**src/design/tcp_pkg.sv**
```systemverilog
package tcp_pkg;

  // ************************************************************
  // Register map
  // ************************************************************
  localparam logic [2:0] ADDR_CTRL = 3'h0;
  localparam logic [2:0] ADDR_COUNT = 3'h1;
  localparam logic [2:0] ADDR_COMPARE = 3'h2;
  localparam logic [2:0] ADDR_FLAGS = 3'h3;
  localparam logic [2:0] ADDR_IRQ_EN = 3'h4;

  // ************************************************************
  // Field positions
  // ************************************************************
  localparam int CTRL_CS_LSB = 0;
  localparam int CTRL_WGM_LSB = 3;
  localparam int CTRL_COM_LSB = 5;
  localparam int CTRL_FORCE_BIT = 7;
  localparam int FLAG_OVF_BIT = 0;
  localparam int FLAG_CMP_BIT = 1;

  // ************************************************************
  // Values
  // ************************************************************
  localparam logic [7:0] COUNT_MAX = 8'hFF;
  localparam logic [7:0] COUNT_BOTTOM = 8'h00;
  localparam logic [7:0] COUNT_STEP = 8'h01;
  localparam logic [7:0] DATA_ZERO = 8'h00;
  localparam logic [2:0] CS_STOPPED = 3'h0;
  localparam logic [2:0] CS_DIRECT = 3'h1;

  typedef enum logic [1:0] {
    WGM_NORMAL = 2'h0,
    WGM_PHASE_PWM = 2'h1,
    WGM_CLEAR_ON_MATCH = 2'h2,
    WGM_FAST_PWM = 2'h3
  } tcp_wgm_e;

  typedef enum logic [1:0] {
    COM_NONE = 2'h0,
    COM_TOGGLE = 2'h1,
    COM_CLEAR = 2'h2,
    COM_SET = 2'h3
  } tcp_com_e;

  // One-bit count direction
  typedef enum logic {
    DIR_UP = 1'b0,
    DIR_DOWN = 1'b1
  } tcp_dir_e;

  typedef struct packed {
    logic [2:0] addr;
    logic [7:0] wdata;
    logic wr;
    logic rd;
  } tcp_bus_req_s;

  typedef struct packed {
    tcp_com_e output_action_select;
    tcp_wgm_e waveform_mode_select;
    logic [2:0] clock_source_select;
  } tcp_ctrl_s;

endpackage

```
**src/design/tcp_timer_compare.sv**
```systemverilog
`timescale 1ns/1ps
`default_nettype none

module tcp_timer_compare (
  input wire logic clk_i,
  input wire logic sys_rst_i,
  input wire tcp_pkg::tcp_bus_req_s bus_req_i,
  input wire logic ext_tick_i,
  input wire logic compare_irq_ack_i,
  input wire logic overflow_irq_ack_i,
  input wire logic port_out_i,
  input wire logic output_pin_direction_bit_i,
  output logic [7:0] rd_data_o,
  output logic compare_irq_o,
  output logic overflow_irq_o,
  output logic compare_output_state_o,
  output logic oc_pin_o,
  output logic oc_pin_oe_o
);
  import tcp_pkg::*;

  // ************************************************************
  // State
  // ************************************************************
  tcp_ctrl_s ctrl;
  logic [7:0] timer_count;
  logic [7:0] compare_value;
  logic [7:0] compare_buffer;
  logic compare_irq_enable;
  logic overflow_irq_enable;
  logic compare_match_flag;
  logic overflow_flag;
  logic match_pending;
  logic match_blocked;
  tcp_dir_e dir;

  logic [7:0] next_count;
  tcp_dir_e next_dir;
  logic next_oc;
  logic next_cmf;
  logic next_ovf;
  logic tick;
  logic pwm_mode;
  logic match;
  logic match_eff;
  logic count_wr;
  logic compare_wr;
  logic force_hit;
  logic at_max;
  logic ovf_event;
  logic oc_override;

  function automatic logic apply_action(input tcp_com_e com, input logic cur);
    case (com)
      COM_TOGGLE: apply_action = ~cur;
      COM_CLEAR: apply_action = 1'b0;
      COM_SET: apply_action = 1'b1;
      default: apply_action = cur;
    endcase
  endfunction

  function automatic logic bus_hit(input tcp_bus_req_s req, input logic [2:0] addr);
    bus_hit = req.wr && (req.addr == addr);
  endfunction

  // ************************************************************
  // Decode
  // ************************************************************
  assign pwm_mode = (ctrl.waveform_mode_select == WGM_FAST_PWM) ||
                    (ctrl.waveform_mode_select == WGM_PHASE_PWM);
  assign count_wr = bus_hit(bus_req_i, ADDR_COUNT);
  assign compare_wr = bus_hit(bus_req_i, ADDR_COMPARE);
  assign force_hit = bus_hit(bus_req_i, ADDR_CTRL) && bus_req_i.wdata[CTRL_FORCE_BIT] && !pwm_mode;
  assign match = (timer_count == compare_value);
  assign match_eff = tick && match && !match_blocked;
  assign at_max = (timer_count == COUNT_MAX);
  assign oc_override = (ctrl.output_action_select != COM_NONE);

  always_comb begin
    if (ctrl.clock_source_select == CS_STOPPED) begin
      tick = 1'b0;
    end else if (ctrl.clock_source_select == CS_DIRECT) begin
      tick = 1'b1;
    end else begin
      tick = ext_tick_i;
    end
  end

  // ************************************************************
  // Counter
  // ************************************************************
  always_comb begin
    next_count = timer_count;
    next_dir = dir;
    if (count_wr) begin
      next_count = bus_req_i.wdata;
    end else if (tick) begin
      case (ctrl.waveform_mode_select)
        WGM_CLEAR_ON_MATCH: begin
          if (match_eff) begin
            next_count = COUNT_BOTTOM;
          end else begin
            next_count = timer_count + COUNT_STEP;
          end
        end
        WGM_PHASE_PWM: begin
          if (dir == DIR_UP) begin
            if (at_max) begin
              next_dir = DIR_DOWN;
              next_count = timer_count - COUNT_STEP;
            end else begin
              next_count = timer_count + COUNT_STEP;
            end
          end else begin
            if (timer_count == COUNT_BOTTOM) begin
              next_dir = DIR_UP;
              next_count = timer_count + COUNT_STEP;
            end else begin
              next_count = timer_count - COUNT_STEP;
            end
          end
        end
        default: next_count = timer_count + COUNT_STEP;
      endcase
    end
  end

  always_ff @(posedge clk_i) begin
    if (sys_rst_i) begin
      timer_count <= COUNT_BOTTOM;
      dir <= DIR_UP;
    end else begin
      timer_count <= next_count;
      dir <= next_dir;
    end
  end

  // ************************************************************
  // Match blocking and delayed flag
  // ************************************************************
  always_ff @(posedge clk_i) begin
    if (sys_rst_i) begin
      match_blocked <= 1'b0;
    end else if (count_wr) begin
      match_blocked <= 1'b1;
    end else if (tick) begin
      match_blocked <= 1'b0;
    end
  end

  always_ff @(posedge clk_i) begin
    if (sys_rst_i) begin
      match_pending <= 1'b0;
    end else if (tick) begin
      match_pending <= match_eff;
    end
  end

  // ************************************************************
  // Compare register and buffer
  // ************************************************************
  always_ff @(posedge clk_i) begin
    if (sys_rst_i) begin
      compare_buffer <= DATA_ZERO;
    end else if (compare_wr) begin
      compare_buffer <= bus_req_i.wdata;
    end
  end

  always_ff @(posedge clk_i) begin
    if (sys_rst_i) begin
      compare_value <= DATA_ZERO;
    end else if (!pwm_mode) begin
      if (compare_wr) begin
        compare_value <= bus_req_i.wdata;
      end
    end else if (tick && at_max) begin
      compare_value <= compare_buffer;
    end
  end

  // ************************************************************
  // Flags
  // ************************************************************
  always_comb begin
    case (ctrl.waveform_mode_select)
      WGM_FAST_PWM: ovf_event = tick && at_max;
      WGM_PHASE_PWM: ovf_event = tick && (dir == DIR_DOWN) && (timer_count == COUNT_BOTTOM);
      default: ovf_event = tick && at_max && !count_wr;
    endcase
  end

  always_comb begin
    next_cmf = compare_match_flag;
    if (bus_hit(bus_req_i, ADDR_FLAGS) && bus_req_i.wdata[FLAG_CMP_BIT]) begin
      next_cmf = 1'b0;
    end
    if (compare_irq_ack_i) begin
      next_cmf = 1'b0;
    end
    if (tick && match_pending) begin
      next_cmf = 1'b1;
    end
  end

  always_comb begin
    next_ovf = overflow_flag;
    if (bus_hit(bus_req_i, ADDR_FLAGS) && bus_req_i.wdata[FLAG_OVF_BIT]) begin
      next_ovf = 1'b0;
    end
    if (overflow_irq_ack_i) begin
      next_ovf = 1'b0;
    end
    if (ovf_event) begin
      next_ovf = 1'b1;
    end
  end

  always_ff @(posedge clk_i) begin
    if (sys_rst_i) begin
      compare_match_flag <= 1'b0;
      overflow_flag <= 1'b0;
      compare_irq_o <= 1'b0;
      overflow_irq_o <= 1'b0;
    end else begin
      compare_match_flag <= next_cmf;
      overflow_flag <= next_ovf;
      compare_irq_o <= next_cmf && compare_irq_enable;
      overflow_irq_o <= next_ovf && overflow_irq_enable;
    end
  end

  // ************************************************************
  // Waveform output state
  // ************************************************************
  always_comb begin
    next_oc = compare_output_state_o;
    if (force_hit) begin
      next_oc = apply_action(tcp_com_e'(bus_req_i.wdata[CTRL_COM_LSB +: 2]), compare_output_state_o);
    end else if (tick) begin
      case (ctrl.waveform_mode_select)
        WGM_FAST_PWM: begin
          if (match_eff) begin
            next_oc = apply_action(ctrl.output_action_select, compare_output_state_o);
          end else if (at_max && ctrl.output_action_select != COM_TOGGLE) begin
            next_oc = apply_action(ctrl.output_action_select, compare_output_state_o) ^ oc_override;
          end
        end
        WGM_PHASE_PWM: begin
          if (match_eff && ctrl.output_action_select != COM_TOGGLE) begin
            next_oc = apply_action(ctrl.output_action_select, compare_output_state_o) ^
                      (dir == DIR_DOWN && oc_override);
          end
        end
        default: begin
          if (match_eff) begin
            next_oc = apply_action(ctrl.output_action_select, compare_output_state_o);
          end
        end
      endcase
    end
  end

  always_ff @(posedge clk_i) begin
    if (sys_rst_i) begin
      compare_output_state_o <= 1'b0;
      oc_pin_o <= 1'b0;
      oc_pin_oe_o <= 1'b0;
    end else begin
      compare_output_state_o <= next_oc;
      oc_pin_o <= oc_override ? next_oc : port_out_i;
      oc_pin_oe_o <= output_pin_direction_bit_i;
    end
  end

  // ************************************************************
  // Register port
  // ************************************************************
  always_ff @(posedge clk_i) begin
    if (sys_rst_i) begin
      ctrl <= '{COM_NONE, WGM_NORMAL, CS_STOPPED};
    end else if (bus_hit(bus_req_i, ADDR_CTRL)) begin
      ctrl.clock_source_select <= bus_req_i.wdata[CTRL_CS_LSB +: 3];
      ctrl.waveform_mode_select <= tcp_wgm_e'(bus_req_i.wdata[CTRL_WGM_LSB +: 2]);
      ctrl.output_action_select <= tcp_com_e'(bus_req_i.wdata[CTRL_COM_LSB +: 2]);
    end
  end

  always_ff @(posedge clk_i) begin
    if (sys_rst_i) begin
      compare_irq_enable <= 1'b0;
      overflow_irq_enable <= 1'b0;
    end else if (bus_hit(bus_req_i, ADDR_IRQ_EN)) begin
      compare_irq_enable <= bus_req_i.wdata[FLAG_CMP_BIT];
      overflow_irq_enable <= bus_req_i.wdata[FLAG_OVF_BIT];
    end
  end

  always_ff @(posedge clk_i) begin
    if (sys_rst_i) begin
      rd_data_o <= DATA_ZERO;
    end else if (!bus_req_i.rd) begin
      rd_data_o <= DATA_ZERO;
    end else if (bus_req_i.addr == ADDR_CTRL) begin
      rd_data_o <= {1'b0, ctrl.output_action_select, ctrl.waveform_mode_select,
                    ctrl.clock_source_select};
    end else if (bus_req_i.addr == ADDR_COUNT) begin
      rd_data_o <= timer_count;
    end else if (bus_req_i.addr == ADDR_COMPARE) begin
      rd_data_o <= pwm_mode ? compare_buffer : compare_value;
    end else if (bus_req_i.addr == ADDR_FLAGS) begin
      rd_data_o <= {6'h00, compare_match_flag, overflow_flag};
    end else if (bus_req_i.addr == ADDR_IRQ_EN) begin
      rd_data_o <= {6'h00, compare_irq_enable, overflow_irq_enable};
    end else begin
      rd_data_o <= DATA_ZERO;
    end
  end
endmodule

`default_nettype wire

```
**config.mk**
```make
export PLATFORM = sky130hd
export DESIGN_NAME = tcp_timer_compare
export DESIGN_NICKNAME = d
export VERILOG_FILES = /design/src/design/tcp_pkg.sv /design/src/design/tcp_timer_compare.sv
export SDC_FILE = /design/constraint.sdc
export NUM_CORES = 1
export LEC_CHECK = 0
export BUFFER_PORTS_ARGS = -buffer_cell sky130_fd_sc_hd__buf_2
export CORE_ASPECT_RATIO = 0.5
export CORE_MARGIN = 2
export CORE_UTILIZATION = 50
export CTS_CLUSTER_DIAMETER = 100
export CTS_CLUSTER_SIZE = 40
export DETAILED_ROUTE_END_ITERATION = 7
export GPL_ROUTABILITY_DRIVEN = 0
export GPL_TIMING_DRIVEN = 0
export PLACE_DENSITY = 0.7
export REMOVE_ABC_BUFFERS = 1
export SLEW_MARGIN = 15
export SYNTH_ARGS = -nofsm -noshare
export SYNTH_HDL_FRONTEND = slang
export SYNTH_SLANG_ARGS = --single-unit
```
**constraint.sdc**
```tcl
create_clock -name clk_i -period 4.7 [get_ports clk_i]
set_clock_uncertainty 0.15 [all_clocks]
set_input_delay 0.47 -clock clk_i [delete_from_list [all_inputs] [get_ports clk_i]]
set_output_delay 0.47 -clock clk_i [all_outputs]
set_load 0.005 [all_outputs]
```
==> out/qor.yml <==
status: "completed"
pwr-share-seq: 0.478
cts-root-buf: "clkbuf_16"
path_clk_slew_ps: 70
setup_viol_count_final: 0
post_cts_buffers: 0
synth_top_area_frac: 0.3358
top_usage_layer: "met2"
synth-seq-cells: 51
switchingPower_uw: 266.0
tns_ps: 0
met3_usage: 0.05010
drtIter0Drc: 285
dieArea_sq_um: 6759
synthFlopType: "dfxtp_1"
tightestPinTransition_ps: 1050
cp-end-kind: "flop"
finalPower_uw: 949.1
syn_area_sq_um: 3040
wl_mm: 8.262
io_pins: 33
io_buffers: 32
path_buf_inv: 0
coreArea_sq_um: 5981
synth_cell_types: 67
syn_inst: 396
synth.most_common_cell: "nand2_1"
power_frac_comb: 0.122
initial_utilization: 0.5084
crit_type: "reg -> reg"
async_reset_ff_frac: 0
hold_buffers: 0
synth.area.top_cells: "dfxtp_1, a21oi_1, nand2_1"
startpoint_type: "flop"
numCtsBuffers: 5
die_w_microns: 114.3
path_depth: 7
p_clk_frac: 0.399
critPathArrivalTime_ps: 3140
cts_resized: 0
antenna_found_initial: 0
synthToLayoutAreaGrowth_pct: 10.21
clock-sinks: 51
path_delay_family: "compound AO/OA/AOI/OAI gates"
rows: 20
hold_class: "in -> reg"
ant_nets: 0
hold-path-cell-count: 2
p_leak_nw: 1.277
hold_viol: 0
routed-via-count: 2975
yosys.area.top_type: "dfxtp_1"
relSlewSlack: 0.2975
dp.cells: 479
min_period_ps: 3038
clk_latency_ps: 300
final_cells: 487
fmax_mhz: 329.2
p_sw_frac: 0.2803
ys_warn_count: 0
worstPathCellList: "ha_1, nand3_4, nor3_1, o21ai_2, o41ai_1, a22oi_1, a21bo_1"
clock_path_buffers: 2
critPathMaxStageDelay_ps: 760
seq_area_frac_synth: 0.3358
p_int_uw: 683.1
final_nets: 435
slowest_stage: "nor3_1"
met2_usage: 0.3844
htreeDepth: 2
power_density_nw_per_um2: 283.3
routed_via_density: 6.109
hpwl_mm: 5.819
final_util: 0.5603
antenna_cells: 0
tritoncts: "done"
rsz0062_at_grt: "false"
die_h_microns: 59.14
slew_viol_final: 0
grt_use_total: 0.2520
first_pass_iters: 5
worstPathRequired_ps: 4800
synth-edff-count: 0
grt_use_met1: 0.3672
route.detailed.drc: 0
drive_above_1_share: 0.1390
wl_per_cell_microns: 16.97
grt_pass1_vias: 2562
grt_max_degree: 47
ir_drop_mv: 0.1669
grt_pass1_wl_mm: 13.02
syn-mean-instance-area_sq_um: 7.678
path_max_fanout: 9
max-cap-violations: 0
yosys-top-cells-count: "nand2_1, a21oi_1, dfxtp_1, nor2_1, inv_1"
fin_crit_sh: 0.6463
grt-ovfl-total: 0
rr_worst_depth: 7
==> cells by family (layout without fill, tap and decap cells) <==
| kind of cell | after synthesis | in the layout | share of synthesized area |
|---|---|---|---|
| buffers and inverters | 43 | 57 | 0.06131 |
| adders and majority gates | 6 | 6 | 0.02469 |
| muxes | 9 | 9 | 0.03004 |
| AOI/OAI and AO/OA | 113 | 113 | 0.2523 |
| DFF | 51 | 51 | 0.3358 |
| and+or+nand+nor | 163 | 163 | 0.2642 |
| xor gates and xnor gates | 11 | 11 | 0.03169 |
==> area by class of cell <==
| class | count | area, sq um |
|---|---|---|
| fill | 563 | 2630 |
| multi-input combinational | 302 | 1861 |
| sequential | 51 | 1021 |
| timing repair buffer | 32 | 160.2 |
| clock buffer | 5 | 125.1 |
| tap | 77 | 96.34 |
| inverter | 17 | 63.81 |
| clock inverter | 3 | 23.77 |
==> layer usage <==
layer	vias to the layer above	wire length, microns
met5	-	0
met4	0	72
met3	10	736
met2	114	3605
met1	1420	3846
li1	1431	-
==> path summary, 6_finish.rpt <==
check,startpoint,end,slack (ps)
worst min-delay path,output_pin_direction_bit_i,oc_pin_oe_o,230
worst max-delay path,timer_count[1],timer_count[4],1660
worst max register to register,timer_count[1],timer_count[4],1660
worst min register to register,compare_buffer[4],compare_buffer[4],300
==> power groups by stage <==
stage / registers (mW) / clock network [mW] / logic (mW)
4_1_cts: 0.453 / 0.383 / 0.113
2_1_floorplan: 0.459 / 0 / 0.0679
6_report: 0.454 / 0.379 / 0.116
3_5_place_dp: 0.464 / 0 / 0.113
5_1_grt: 0.455 / 0.404 / 0.127
3_3_place_gp: 0.463 / 0 / 0.109
==> cell usage in the layout, fill, tap and decap left out, types with 6 or more instances in the layout <==
cell type and instances:
xor2_1 9, nand3_1 7, a21oi_1 52, inv_1 17
ha_1 6, mux2i_1 8, and2_1 8, buf_2 32
nor3_1 8, nor2_1 43, nand2_1 57, o21ai_0 7
dfxtp_1 51
==> state kept, by name (all words and copies together) (netlist names) <==
name	flops
overflow_flag	1
compare_irq_o	1
overflow_irq_enable	1
ctrl	7
compare_irq_enable	1
oc_pin_oe_o	1
compare_match_flag	1
overflow_irq_o	1
compare_buffer	8
match_pending	1
compare_output_state_o	1
timer_count	8
compare_value	8
dir	1
rd_data_o	8
oc_pin_o	1
match_blocked	1
==> per-stage QoR <==
step	hold slack, ps	setup slack (ps)	instance area [sq um]
6_report	232.3	1662	3351
3_3_place_gp	290.0	834.8	3174
3_5_place_dp	296.4	1740	3196
4_1_cts	233.9	1733	3344
5_1_grt	263.4	1523	3351
2_1_floorplan	275.7	1822	2918
(Power assumes the default switching activity.)
